===== src/logic/sas_pkg.sv =====
// Functional notes
// - A conversion sequence starts from the selected source: software command, timer one overflow, timer two overflow or the external start input.
// - Each sequence accumulates 1, 4, 8 or 16 samples, as programmed, before it counts as complete.
// - Completion always sets the done status bit, and raises the interrupt only while its enable bit is set.
// - The accumulated result, 12 to 16 bits wide, is latched into the data register when the sequence completes.
// - In burst mode the converter is powered up by the sequencer, samples, and is powered down again without software.
// - Each result is compared against programmable low and high limits, flagging either inside or outside the range.
// - A result that fails the selected window condition never sets the window flag.
// - Sample starts are spaced so that throughput reaches but never exceeds 200 ksps.
// - Software can hold the converter shut down through an enable bit independent of burst mode.
// - Software selects the positive input: port pins, temperature sensor or core supply.
package sas_pkg;

  // ---------------------------------------------------------------
  // timing
  // ---------------------------------------------------------------
  localparam int CLK_PERIOD_NS    = 25;
  localparam int SAMPLE_PERIOD_NS = 5000;
  localparam int RATE_CYCLES      = (SAMPLE_PERIOD_NS + CLK_PERIOD_NS - 1) / CLK_PERIOD_NS;
  localparam int WAKE_NS          = 1000;
  localparam int WAKE_CYCLES      = (WAKE_NS + CLK_PERIOD_NS - 1) / CLK_PERIOD_NS;

  // ---------------------------------------------------------------
  // register map
  // ---------------------------------------------------------------
  localparam int          ADDR_W      = 6;
  localparam logic [5:0]  OFF_CTRL    = 6'h00;
  localparam logic [5:0]  OFF_MUX     = 6'h04;
  localparam logic [5:0]  OFF_CMD     = 6'h08;
  localparam logic [5:0]  OFF_DATA    = 6'h0C;
  localparam logic [5:0]  OFF_WIN_LO  = 6'h10;
  localparam logic [5:0]  OFF_WIN_HI  = 6'h14;
  localparam logic [5:0]  OFF_STATUS  = 6'h18;
  localparam logic [5:0]  OFF_INT_CLR = 6'h1C;
  localparam logic [5:0]  OFF_INT_EN  = 6'h20;
  localparam logic [5:0]  OFF_STATE   = 6'h24;

  // ---------------------------------------------------------------
  // fields and reset values
  // ---------------------------------------------------------------
  localparam int          CTRL_EN     = 0;
  localparam int          CTRL_BURST  = 1;
  localparam int          CTRL_SRC    = 2;
  localparam int          CTRL_ACC    = 4;
  localparam int          CTRL_WMODE  = 6;
  localparam int          CTRL_W      = 7;
  localparam int          CMD_START   = 0;
  localparam int          ST_DONE     = 0;
  localparam int          ST_WIN      = 1;
  localparam int          ST_W        = 2;
  localparam int          MUX_W       = 5;
  localparam int          RES_W       = 16;
  localparam int          SMP_W       = 12;
  localparam logic [1:0]  SRC_SW      = 2'h0;
  localparam logic [1:0]  SRC_T1      = 2'h1;
  localparam logic [1:0]  SRC_T2      = 2'h2;
  localparam logic [1:0]  RESP_OKAY   = 2'h0;
  localparam logic [1:0]  RESP_SLVERR = 2'h2;
  localparam logic [15:0] WIN_HI_RST  = 16'hFFFF;

  typedef enum logic [1:0] {
    SAS_IDLE = 2'h0,
    SAS_WAKE = 2'h1,
    SAS_GAP  = 2'h3,
    SAS_CONV = 2'h2
  } sas_state_e;

endpackage


===== src/logic/sas_sar_adc_sequencer.sv =====
`timescale 1ns/1ps
module sas_sar_adc_sequencer (
  // clock and reset
  input  wire logic                           aclk,
  input  wire logic                           aresetn,
  // axi4-lite write address
  input  wire logic [sas_pkg::ADDR_W-1:0]     s_axi_awaddr,
  input  wire logic                           s_axi_awvalid,
  output logic                                s_axi_awready,
  // axi4-lite write data
  input  wire logic [31:0]                    s_axi_wdata,
  input  wire logic [3:0]                     s_axi_wstrb,
  input  wire logic                           s_axi_wvalid,
  output logic                                s_axi_wready,
  // axi4-lite write response
  output logic [1:0]                          s_axi_bresp,
  output logic                                s_axi_bvalid,
  input  wire logic                           s_axi_bready,
  // axi4-lite read address
  input  wire logic [sas_pkg::ADDR_W-1:0]     s_axi_araddr,
  input  wire logic                           s_axi_arvalid,
  output logic                                s_axi_arready,
  // axi4-lite read data
  output logic [31:0]                         s_axi_rdata,
  output logic [1:0]                          s_axi_rresp,
  output logic                                s_axi_rvalid,
  input  wire logic                           s_axi_rready,
  // start sources
  input  wire logic                           timer1_ovf,
  input  wire logic                           timer2_ovf,
  input  wire logic                           ext_start,
  // converter core
  output logic                                sar_power,
  output logic                                sar_start,
  output logic [sas_pkg::MUX_W-1:0]           sar_mux,
  input  wire logic                           sar_done,
  input  wire logic [sas_pkg::SMP_W-1:0]      sar_data,
  // interrupt
  output logic                                irq
);

  // ---------------------------------------------------------------
  // functions
  // ---------------------------------------------------------------
  function automatic logic [31:0] strb_merge(input logic [31:0] old_v, input logic [31:0] new_v,
                                             input logic [3:0] strb);
    logic [31:0] r;
    r = old_v;
    for (int i = 0; i < 4; i++) begin
      if (strb[i]) begin
        r[i*8 +: 8] = new_v[i*8 +: 8];
      end
    end
    return r;
  endfunction

  function automatic logic [5:0] word_of(input logic [sas_pkg::ADDR_W-1:0] a);
    return {a[5:2], 2'h0};
  endfunction

  function automatic logic [4:0] samples_of(input logic [1:0] code);
    case (code)
      2'h0:    return 5'h01;
      2'h1:    return 5'h04;
      2'h2:    return 5'h08;
      default: return 5'h10;
    endcase
  endfunction

  // ---------------------------------------------------------------
  // declarations
  // ---------------------------------------------------------------
  localparam int RATE_W = $clog2(sas_pkg::RATE_CYCLES + 1);
  localparam int WAKE_W = $clog2(sas_pkg::WAKE_CYCLES + 1);
  localparam int CTRL_W = sas_pkg::CTRL_W;
  localparam int MUX_W  = sas_pkg::MUX_W;

  logic [sas_pkg::CTRL_W-1:0] ctrl_ff;
  logic [sas_pkg::MUX_W-1:0]  mux_ff;
  logic [15:0]                win_lo_ff;
  logic [15:0]                win_hi_ff;
  logic [sas_pkg::ST_W-1:0]   inten_ff;
  logic [sas_pkg::ST_W-1:0]   status_ff;
  logic [sas_pkg::ST_W-1:0]   clr_ff;
  logic [sas_pkg::RES_W-1:0]  data_ff;
  logic                       cmd_start_ff;
  logic                       aw_held_ff;
  logic                       w_held_ff;
  logic [sas_pkg::ADDR_W-1:0] awaddr_ff;
  logic [31:0]                wdata_ff;
  logic [3:0]                 wstrb_ff;
  logic [1:0]                 ext_sync_ff;
  logic                       ext_prev_ff;
  logic [1:0]                 done_sync_ff;
  logic                       done_prev_ff;
  logic [sas_pkg::SMP_W-1:0]  data_meta_ff;
  logic [sas_pkg::SMP_W-1:0]  data_sync_ff;
  sas_pkg::sas_state_e        state_ff;
  sas_pkg::sas_state_e        nxt_state;
  logic [RATE_W-1:0]          rate_cnt_ff;
  logic [WAKE_W-1:0]          wake_cnt_ff;
  logic [4:0]                 smp_cnt_ff;
  logic [sas_pkg::RES_W-1:0]  acc_ff;
  logic [sas_pkg::RES_W-1:0]  sum;
  logic                       trig;
  logic                       ext_rise;
  logic                       done_rise;
  logic                       launch;
  logic                       last;
  logic                       finish;
  logic                       in_win;
  logic                       win_hit;
  logic                       do_wr;
  logic                       wr_err;
  logic [31:0]                rd_data;
  logic                       rd_err;
  logic [sas_pkg::ST_W-1:0]   set_vec;

  wire en    = ctrl_ff[sas_pkg::CTRL_EN];
  wire burst = ctrl_ff[sas_pkg::CTRL_BURST];

  // ---------------------------------------------------------------
  // input synchronisers
  // ---------------------------------------------------------------
  always_ff @(posedge aclk) begin
    if (!aresetn) begin
      ext_sync_ff  <= 2'h0;
      ext_prev_ff  <= 1'b0;
      done_sync_ff <= 2'h0;
      done_prev_ff <= 1'b0;
      data_meta_ff <= '0;
      data_sync_ff <= '0;
    end else begin
      ext_sync_ff  <= {ext_sync_ff[0], ext_start};
      ext_prev_ff  <= ext_sync_ff[1];
      done_sync_ff <= {done_sync_ff[0], sar_done};
      done_prev_ff <= done_sync_ff[1];
      data_meta_ff <= sar_data;
      data_sync_ff <= data_meta_ff;
    end
  end

  assign ext_rise  = ext_sync_ff[1] & ~ext_prev_ff;
  assign done_rise = done_sync_ff[1] & ~done_prev_ff;

  // ---------------------------------------------------------------
  // start source selection
  // ---------------------------------------------------------------
  always_comb begin
    case (ctrl_ff[sas_pkg::CTRL_SRC +: 2])
      sas_pkg::SRC_SW: trig = cmd_start_ff;
      sas_pkg::SRC_T1: trig = timer1_ovf;
      sas_pkg::SRC_T2: trig = timer2_ovf;
      default:         trig = ext_rise;
    endcase
  end

  // ---------------------------------------------------------------
  // sequencer
  // ---------------------------------------------------------------
  assign sum     = acc_ff + {{(sas_pkg::RES_W-sas_pkg::SMP_W){1'b0}}, data_sync_ff};
  assign last    = (smp_cnt_ff + 5'h01) == samples_of(ctrl_ff[sas_pkg::CTRL_ACC +: 2]);
  assign finish  = (state_ff == sas_pkg::SAS_CONV) && done_rise && last && en;
  assign launch  = (state_ff == sas_pkg::SAS_GAP) && (nxt_state == sas_pkg::SAS_CONV);
  assign in_win  = (sum >= win_lo_ff) && (sum <= win_hi_ff);
  assign win_hit = ctrl_ff[sas_pkg::CTRL_WMODE] ? ~in_win : in_win;

  always_comb begin
    nxt_state = state_ff;
    case (state_ff)
      sas_pkg::SAS_IDLE: begin
        if (en && trig) begin
          nxt_state = burst ? sas_pkg::SAS_WAKE : sas_pkg::SAS_GAP;
        end
      end
      sas_pkg::SAS_WAKE: begin
        if (wake_cnt_ff == '0) begin
          nxt_state = sas_pkg::SAS_GAP;
        end
      end
      sas_pkg::SAS_GAP: begin
        if (rate_cnt_ff == '0) begin
          nxt_state = sas_pkg::SAS_CONV;
        end
      end
      sas_pkg::SAS_CONV: begin
        if (done_rise) begin
          nxt_state = last ? sas_pkg::SAS_IDLE : sas_pkg::SAS_GAP;
        end
      end
      default: nxt_state = sas_pkg::SAS_IDLE;
    endcase
    if (!en) begin
      nxt_state = sas_pkg::SAS_IDLE;
    end
  end

  always_ff @(posedge aclk) begin
    if (!aresetn) begin
      state_ff <= sas_pkg::SAS_IDLE;
    end else begin
      state_ff <= nxt_state;
    end
  end

  always_ff @(posedge aclk) begin
    if (!aresetn) begin
      rate_cnt_ff <= '0;
      wake_cnt_ff <= '0;
    end else begin
      if (launch) begin
        rate_cnt_ff <= RATE_W'(sas_pkg::RATE_CYCLES - 1);
      end else if (rate_cnt_ff != '0) begin
        rate_cnt_ff <= rate_cnt_ff - 1'b1;
      end
      if (state_ff == sas_pkg::SAS_IDLE && nxt_state == sas_pkg::SAS_WAKE) begin
        wake_cnt_ff <= WAKE_W'(sas_pkg::WAKE_CYCLES - 1);
      end else if (wake_cnt_ff != '0) begin
        wake_cnt_ff <= wake_cnt_ff - 1'b1;
      end
    end
  end

  always_ff @(posedge aclk) begin
    if (!aresetn) begin
      acc_ff     <= '0;
      smp_cnt_ff <= 5'h00;
    end else if (state_ff == sas_pkg::SAS_IDLE) begin
      acc_ff     <= '0;
      smp_cnt_ff <= 5'h00;
    end else if (state_ff == sas_pkg::SAS_CONV && done_rise) begin
      acc_ff     <= sum;
      smp_cnt_ff <= smp_cnt_ff + 5'h01;
    end
  end

  always_ff @(posedge aclk) begin
    if (!aresetn) begin
      data_ff <= '0;
    end else if (finish) begin
      data_ff <= sum;
    end
  end

  // ---------------------------------------------------------------
  // converter outputs
  // ---------------------------------------------------------------
  always_ff @(posedge aclk) begin
    if (!aresetn) begin
      sar_power <= 1'b0;
      sar_start <= 1'b0;
      sar_mux   <= '0;
    end else begin
      sar_power <= en && (!burst || nxt_state != sas_pkg::SAS_IDLE);
      sar_start <= launch;
      sar_mux   <= mux_ff;
    end
  end

  // ---------------------------------------------------------------
  // status and interrupt
  // ---------------------------------------------------------------
  always_comb begin
    set_vec                  = '0;
    set_vec[sas_pkg::ST_DONE] = finish;
    set_vec[sas_pkg::ST_WIN]  = finish && win_hit;
  end

  always_ff @(posedge aclk) begin
    if (!aresetn) begin
      status_ff <= '0;
      irq       <= 1'b0;
    end else begin
      status_ff <= (status_ff & ~clr_ff) | set_vec;
      irq       <= |(status_ff & inten_ff);
    end
  end

  // ---------------------------------------------------------------
  // axi4-lite write
  // ---------------------------------------------------------------
  assign do_wr = aw_held_ff && w_held_ff && !s_axi_bvalid;

  always_comb begin
    case (word_of(awaddr_ff))
      sas_pkg::OFF_CTRL, sas_pkg::OFF_MUX, sas_pkg::OFF_CMD, sas_pkg::OFF_DATA, sas_pkg::OFF_WIN_LO,
      sas_pkg::OFF_WIN_HI, sas_pkg::OFF_STATUS, sas_pkg::OFF_INT_CLR, sas_pkg::OFF_INT_EN,
      sas_pkg::OFF_STATE: wr_err = 1'b0;
      default:            wr_err = 1'b1;
    endcase
  end

  always_ff @(posedge aclk) begin
    if (!aresetn) begin
      s_axi_awready <= 1'b1;
      s_axi_wready  <= 1'b1;
      s_axi_bvalid  <= 1'b0;
      s_axi_bresp   <= sas_pkg::RESP_OKAY;
      aw_held_ff    <= 1'b0;
      w_held_ff     <= 1'b0;
      awaddr_ff     <= '0;
      wdata_ff      <= 32'h0000_0000;
      wstrb_ff      <= 4'h0;
    end else begin
      if (s_axi_awvalid && s_axi_awready) begin
        awaddr_ff     <= s_axi_awaddr;
        aw_held_ff    <= 1'b1;
        s_axi_awready <= 1'b0;
      end
      if (s_axi_wvalid && s_axi_wready) begin
        wdata_ff     <= s_axi_wdata;
        wstrb_ff     <= s_axi_wstrb;
        w_held_ff    <= 1'b1;
        s_axi_wready <= 1'b0;
      end
      if (do_wr) begin
        aw_held_ff   <= 1'b0;
        w_held_ff    <= 1'b0;
        s_axi_bvalid <= 1'b1;
        s_axi_bresp  <= wr_err ? sas_pkg::RESP_SLVERR : sas_pkg::RESP_OKAY;
      end
      if (s_axi_bvalid && s_axi_bready) begin
        s_axi_bvalid  <= 1'b0;
        s_axi_awready <= 1'b1;
        s_axi_wready  <= 1'b1;
      end
    end
  end

  always_ff @(posedge aclk) begin
    if (!aresetn) begin
      ctrl_ff      <= '0;
      mux_ff       <= '0;
      win_lo_ff    <= 16'h0000;
      win_hi_ff    <= sas_pkg::WIN_HI_RST;
      inten_ff     <= '0;
      clr_ff       <= '0;
      cmd_start_ff <= 1'b0;
    end else begin
      clr_ff       <= '0;
      cmd_start_ff <= 1'b0;
      if (do_wr) begin
        case (word_of(awaddr_ff))
          sas_pkg::OFF_CTRL:    ctrl_ff <= CTRL_W'(strb_merge(32'(ctrl_ff), wdata_ff, wstrb_ff));
          sas_pkg::OFF_MUX:     mux_ff <= MUX_W'(strb_merge(32'(mux_ff), wdata_ff, wstrb_ff));
          sas_pkg::OFF_CMD:     cmd_start_ff <= wstrb_ff[0] & wdata_ff[sas_pkg::CMD_START];
          sas_pkg::OFF_WIN_LO:  win_lo_ff <= 16'(strb_merge(32'(win_lo_ff), wdata_ff, wstrb_ff));
          sas_pkg::OFF_WIN_HI:  win_hi_ff <= 16'(strb_merge(32'(win_hi_ff), wdata_ff, wstrb_ff));
          sas_pkg::OFF_INT_CLR: clr_ff <= wstrb_ff[0] ? wdata_ff[sas_pkg::ST_W-1:0] : '0;
          sas_pkg::OFF_INT_EN:  inten_ff <= wstrb_ff[0] ? wdata_ff[sas_pkg::ST_W-1:0] : inten_ff;
          default: ;
        endcase
      end
    end
  end

  // ---------------------------------------------------------------
  // axi4-lite read
  // ---------------------------------------------------------------
  always_comb begin
    rd_data = 32'h0000_0000;
    rd_err  = 1'b0;
    case (word_of(s_axi_araddr))
      sas_pkg::OFF_CTRL:    rd_data = 32'(ctrl_ff);
      sas_pkg::OFF_MUX:     rd_data = 32'(mux_ff);
      sas_pkg::OFF_DATA:    rd_data = 32'(data_ff);
      sas_pkg::OFF_WIN_LO:  rd_data = 32'(win_lo_ff);
      sas_pkg::OFF_WIN_HI:  rd_data = 32'(win_hi_ff);
      sas_pkg::OFF_STATUS:  rd_data = 32'(status_ff);
      sas_pkg::OFF_INT_EN:  rd_data = 32'(inten_ff);
      sas_pkg::OFF_STATE:   rd_data = {29'h0, sar_power, (state_ff != sas_pkg::SAS_IDLE), irq};
      sas_pkg::OFF_CMD, sas_pkg::OFF_INT_CLR: rd_data = 32'h0000_0000;
      default:              rd_err  = 1'b1;
    endcase
  end

  always_ff @(posedge aclk) begin
    if (!aresetn) begin
      s_axi_arready <= 1'b1;
      s_axi_rvalid  <= 1'b0;
      s_axi_rdata   <= 32'h0000_0000;
      s_axi_rresp   <= sas_pkg::RESP_OKAY;
    end else begin
      if (s_axi_arvalid && s_axi_arready) begin
        s_axi_arready <= 1'b0;
        s_axi_rvalid  <= 1'b1;
        s_axi_rdata   <= rd_data;
        s_axi_rresp   <= rd_err ? sas_pkg::RESP_SLVERR : sas_pkg::RESP_OKAY;
      end else if (s_axi_rvalid && s_axi_rready) begin
        s_axi_rvalid  <= 1'b0;
        s_axi_arready <= 1'b1;
      end
    end
  end

  // ---------------------------------------------------------------
  // assertions
  // ---------------------------------------------------------------
  logic [RATE_W-1:0] since_start_ff;
  logic              started_ff;

  always_ff @(posedge aclk) begin
    if (!aresetn) begin
      since_start_ff <= '0;
      started_ff     <= 1'b0;
    end else if (sar_start) begin
      since_start_ff <= RATE_W'(1);
      started_ff     <= 1'b1;
    end else if (since_start_ff != '1) begin
      since_start_ff <= since_start_ff + 1'b1;
    end
  end
endmodule // sas_sar_adc_sequencer


===== config.mk =====
export PLATFORM = sky130hd
export DESIGN_NAME = sas_sar_adc_sequencer
export DESIGN_NICKNAME = d
export VERILOG_FILES = /design/src/logic/sas_pkg.sv /design/src/logic/sas_sar_adc_sequencer.sv
export SDC_FILE = /design/constraint.sdc
export NUM_CORES = 1
export LEC_CHECK = 0
export BUFFER_PORTS_ARGS = -buffer_cell sky130_fd_sc_hd__buf_2
export CAP_MARGIN = 20
export CORE_AREA = 2 2 170 139
export DETAILED_ROUTE_END_ITERATION = 6
export DIE_AREA = 0 0 172 141
export GPL_TIMING_DRIVEN = 1
export PLACE_DENSITY = 0.6
export SLEW_MARGIN = 20
export SYNTH_ARGS = -nofsm -noshare
export SYNTH_HDL_FRONTEND = slang
export SYNTH_SLANG_ARGS = --single-unit

===== constraint.sdc =====
create_clock -name aclk -period 7 [get_ports aclk]
set_clock_uncertainty 0.05 [all_clocks]
set_input_delay 1.4 -clock aclk [delete_from_list [all_inputs] [get_ports aclk]]
set_output_delay 1.4 -clock aclk [all_outputs]
set_load 0.01 [all_outputs]

==> results.txt <==
The total half-perimeter wirelength after legalization and detailed placement is 14.5 mm. The tightest min-delay check is of the reg2reg type. The total DRC errors in the routed layout is 2. The part of the Yosys area used for sequential elements is 0.427.

The flow ran to the end, but the final reports show violations. The wire length of the first global-routing pass is 33.5 mm. TritonCTS built the clock tree.

The average instance area after synthesis came out at 8.85 um2. The buffer cell driving the clock tree root is sky130_fd_sc_hd__clkbuf_16. The initial standard-cell utilization of the core is 0.389. The later pin in the worst-skew pair is clocked with a latency of 0.44 ns. The number of clock sinks is 189.

Dividing total power by cell area gives a power density of 242 nW/um2. The area added between synthesis and finish came out at 12.4%. sky130_fd_sc_hd__dfxtp_1 takes more of the synthesized area than any other cell. Dividing the detail-routed wire length by the instance count gives 15.0 um.

Of the cells placed in the final design, the portion with a size suffix greater than 1 is 0.143. The cell with the largest stage delay on the worst path is sky130_fd_sc_hd__fa_1. Among all flip-flop cells after synthesis, the most frequent one is sky130_fd_sc_hd__dfxtp_1.

The commonest cells after synthesis are sky130_fd_sc_hd__dfxtp_1, sky130_fd_sc_hd__nand2_1, sky130_fd_sc_hd__nor2_1. The checks that failed: DRC. The count of pins on the block boundary is 120.

The violation count after the first detailed-routing iteration came out at 384. The area of the multi-input gates is 4630 um2. The number of flops mapped to enable cells by yosys is 0. The via count came out at 6,952.

The number of violations of the max-capacitance limit came out at 0. VDD sags by at most 0.154 mV. The most used standard cell by instance count after synthesis is sky130_fd_sc_hd__dfxtp_1.

The final setup violation count came out at 0. The average via count per standard cell is 5.06. The post-CTS setup-driven buffer insertion count came out at 0. The number of hold buffers added after CTS was 0. The die outline width came out at 172 um. The leakage power is 4.16 nW.

The number of synthesis warnings is 0. The number of antenna diodes in the final layout is 0. The highest net fanout along the worst path came out at 4.

In the synthesized netlist the async set-or-reset flop fraction comes to 0. The least setup slack across all paths after layout came out at 3.09 ns. Data arrives at the worst endpoint at 4.13 ns. The post-synthesis cell count is 1,000. The worst setup path is launched from a flip-flop. The number of failing hold endpoints at the final stage was 0. The post-synthesis register bit count is 189.

The count of antenna-violating nets left after detailed routing came out at 0. The number of placed instances, taps included, is 1,344. The sequential cells in the finished layout cover a total of 3780 um2. The number of buffers created by CTS is 17.

The max-slew violation count came out at 0. The final non-filler cell total came out at 1,373. By area the synthesized netlist is led by sky130_fd_sc_hd__dfxtp_1, sky130_fd_sc_hd__ha_1, sky130_fd_sc_hd__mux2i_1, sky130_fd_sc_hd__a21oi_1, sky130_fd_sc_hd__nand2_1. The area share of the largest cell type after synthesis came out at 0.427. Measured on the finished design, the core utilization comes to 0.437. The number of H-tree levels came out at 4. The total wire length after detailed routing is 20.7 mm. The maximum operating frequency is 256 MHz. The clock period minus worst slack is 3.91 ns. The quantity of gates resized following cts came out at 0.

After floorplanning, the core was divided into 50 placement rows. The count of cell types in the netlist is 70. The total global routing track utilization is 0.174. The clock-pin slew of the registers on the worst-case setup and hold paths came out at 0.07 ns. The critical path goes through ha_1 > fa_1 > a211oi_1 > o21bai_1 > a31oi_4 > o221ai_2 > nand3_1 > xnor2_1 > ha_1 > nand4_1 > nor4_1 > or3_1 > a21oi_1 > a211oi_1 > xnor2_1 > o31ai_1. The kind of critical path is reg2reg. The slew at the pin with the worst max-slew slack came out at 1.06 ns. The area of the die came out at 24,300 um2.

Setup repair after global routing left no endpoint under its margin. The fraction of the cycle the final worst path needs is 0.558. The via count of the first global-routing pass was 6,600. The count of TritonRoute iterations in the first routing pass is 7. The maximum number of pins on one net before global-route repair is 83. The headroom to the max-slew limit is 0.291.

The cell area after synthesis came out at 8850 um2. The core outline area came out at 22,800 um2. The number of antenna violations at the first check in global routing is 0.

The slack of the worst reg-to-reg path came out at 3.09 ns. Data on the critical path is required at its endpoint by 7.23 ns. The final net count came out at 1,173. The number of port buffers is 79. The total negative slack came out at 0 ns. Prior to clock tree synthesis, the placed netlist has a worst setup slack of 3.13 ns. The count of filler cells inserted in the layout came out at 2,299. The maximum root-to-sink buffer count came out at 2. The worst setup path is captured at a flip-flop. The die span in y is 141 um.

Summed over all layers, the global routing overflow is 0. The highest cell delay on the worst timing path came out at 0.43 ns. The final RePlAce weighted congestion is 0.828.
-- final cells by class --
type / count / share of cell area
Sequential cell: 189 / 0.380
Timing Repair Buffer: 86 / 0.0450
Clock buffer: 20 / 0.0459
Multi-Input combinational cell: 711 / 0.465
Clock inverter: 8 / 0.00629
Tap cell: 312 / 0.0392
Inverter: 47 / 0.0179
-- where the power goes --
group	internal (mW)	switching [mW]
Clock	0.468	0.412
Combinational	0.151	0.196
Sequential	1.13	0.0465
-- registers in the layout, indices dropped and copies added, names as in the netlist, 8 cells and up --
name          count
data_ff          16
acc_ff           16
win_hi_ff        16
data_meta_ff     12
win_lo_ff        16
data_sync_ff     12
rate_cnt_ff       8
s_axi_rdata      16
wdata_ff         16
-- worst max-delay path, delay by kind of cell (launching register included) --
kind	cells	cell delay, ns
compound gates	7	1.33
xor+xnor	2	0.29
fa+ha+maj	3	1.00
flops	1	0.31
simple gates	4	0.79
-- routing by layer --
| layer | wire (um) | vias to the layer above | GRT usage |
|---|---|---|---|
| met5 | 0 | - | 0 |
| met4 | 274 | 0 | 0.0517 |
| met3 | 899 | 18 | 0.0303 |
| met2 | 9290 | 140 | 0.279 |
| met1 | 10200 | 3260 | 0.241 |
| li1 | - | 3534 | - |
-- cell usage in the layout (no fill, tap or decap), types with 5 or more instances in the layout --
master | synthesis | routed
sky130_fd_sc_hd__a211oi_1 | 6 | 6
sky130_fd_sc_hd__a21o_1 | 7 | 7
sky130_fd_sc_hd__inv_1 | 47 | 46
sky130_fd_sc_hd__buf_2 | 2 | 79
sky130_fd_sc_hd__a21oi_2 | 5 | 5
sky130_fd_sc_hd__conb_1 | 1 | 18
sky130_fd_sc_hd__nand2_1 | 115 | 115
sky130_fd_sc_hd__nor3_1 | 14 | 12
sky130_fd_sc_hd__clkbuf_16 | 0 | 17
sky130_fd_sc_hd__nor2_1 | 110 | 110
sky130_fd_sc_hd__or3_1 | 8 | 8
sky130_fd_sc_hd__nand3_1 | 15 | 15
sky130_fd_sc_hd__nor4_1 | 6 | 6
sky130_fd_sc_hd__a21oi_1 | 90 | 90
sky130_fd_sc_hd__nand2b_1 | 9 | 9
sky130_fd_sc_hd__xnor2_1 | 19 | 19
sky130_fd_sc_hd__nand4_1 | 11 | 11
sky130_fd_sc_hd__nor2b_1 | 7 | 7
sky130_fd_sc_hd__xor2_1 | 13 | 13
sky130_fd_sc_hd__mux2i_1 | 48 | 48
sky130_fd_sc_hd__a222oi_1 | 11 | 11
sky130_fd_sc_hd__dfxtp_1 | 189 | 189
sky130_fd_sc_hd__ha_1 | 49 | 49
sky130_fd_sc_hd__buf_4 | 19 | 7
sky130_fd_sc_hd__o21ai_0 | 18 | 17
sky130_fd_sc_hd__o211ai_1 | 19 | 19
sky130_fd_sc_hd__and2_1 | 38 | 38
-- stage by stage --
step                hold slack (ns)  instance area (um2)  total power [mW]
floorplan                     0.362                 8920              1.48
global placement              0.366                 9420              1.54
detailed placement            0.369                 9420              1.55
CTS                           0.384                 9940              2.43
global route                  0.391                 9950              2.52
finish                        0.381                 9950              2.41
-- path summary, 6_finish.rpt --
check / to / from / cells past startpoint
setup / recovery: status_ff[1] / data_sync_ff[0] / 16
hold / removal: data_sync_ff[8] / data_meta_ff[8] / 1
setup reg to reg: status_ff[1] / data_sync_ff[0] / 16
hold reg to reg: data_sync_ff[8] / data_meta_ff[8] / 1
-- cells by family after synthesis --
kind of cell / synth area share
buffers and inverters: 0.0596
flip-flops: 0.427
other: 0.000424
XOR/XNOR: 0.0335
adder cells (fa/ha/maj): 0.0715
multiplexers: 0.0670
AND/OR/NAND/NOR: 0.196
AO/OA/AOI/OAI: 0.144
Power figures use the tool's default switching activity.
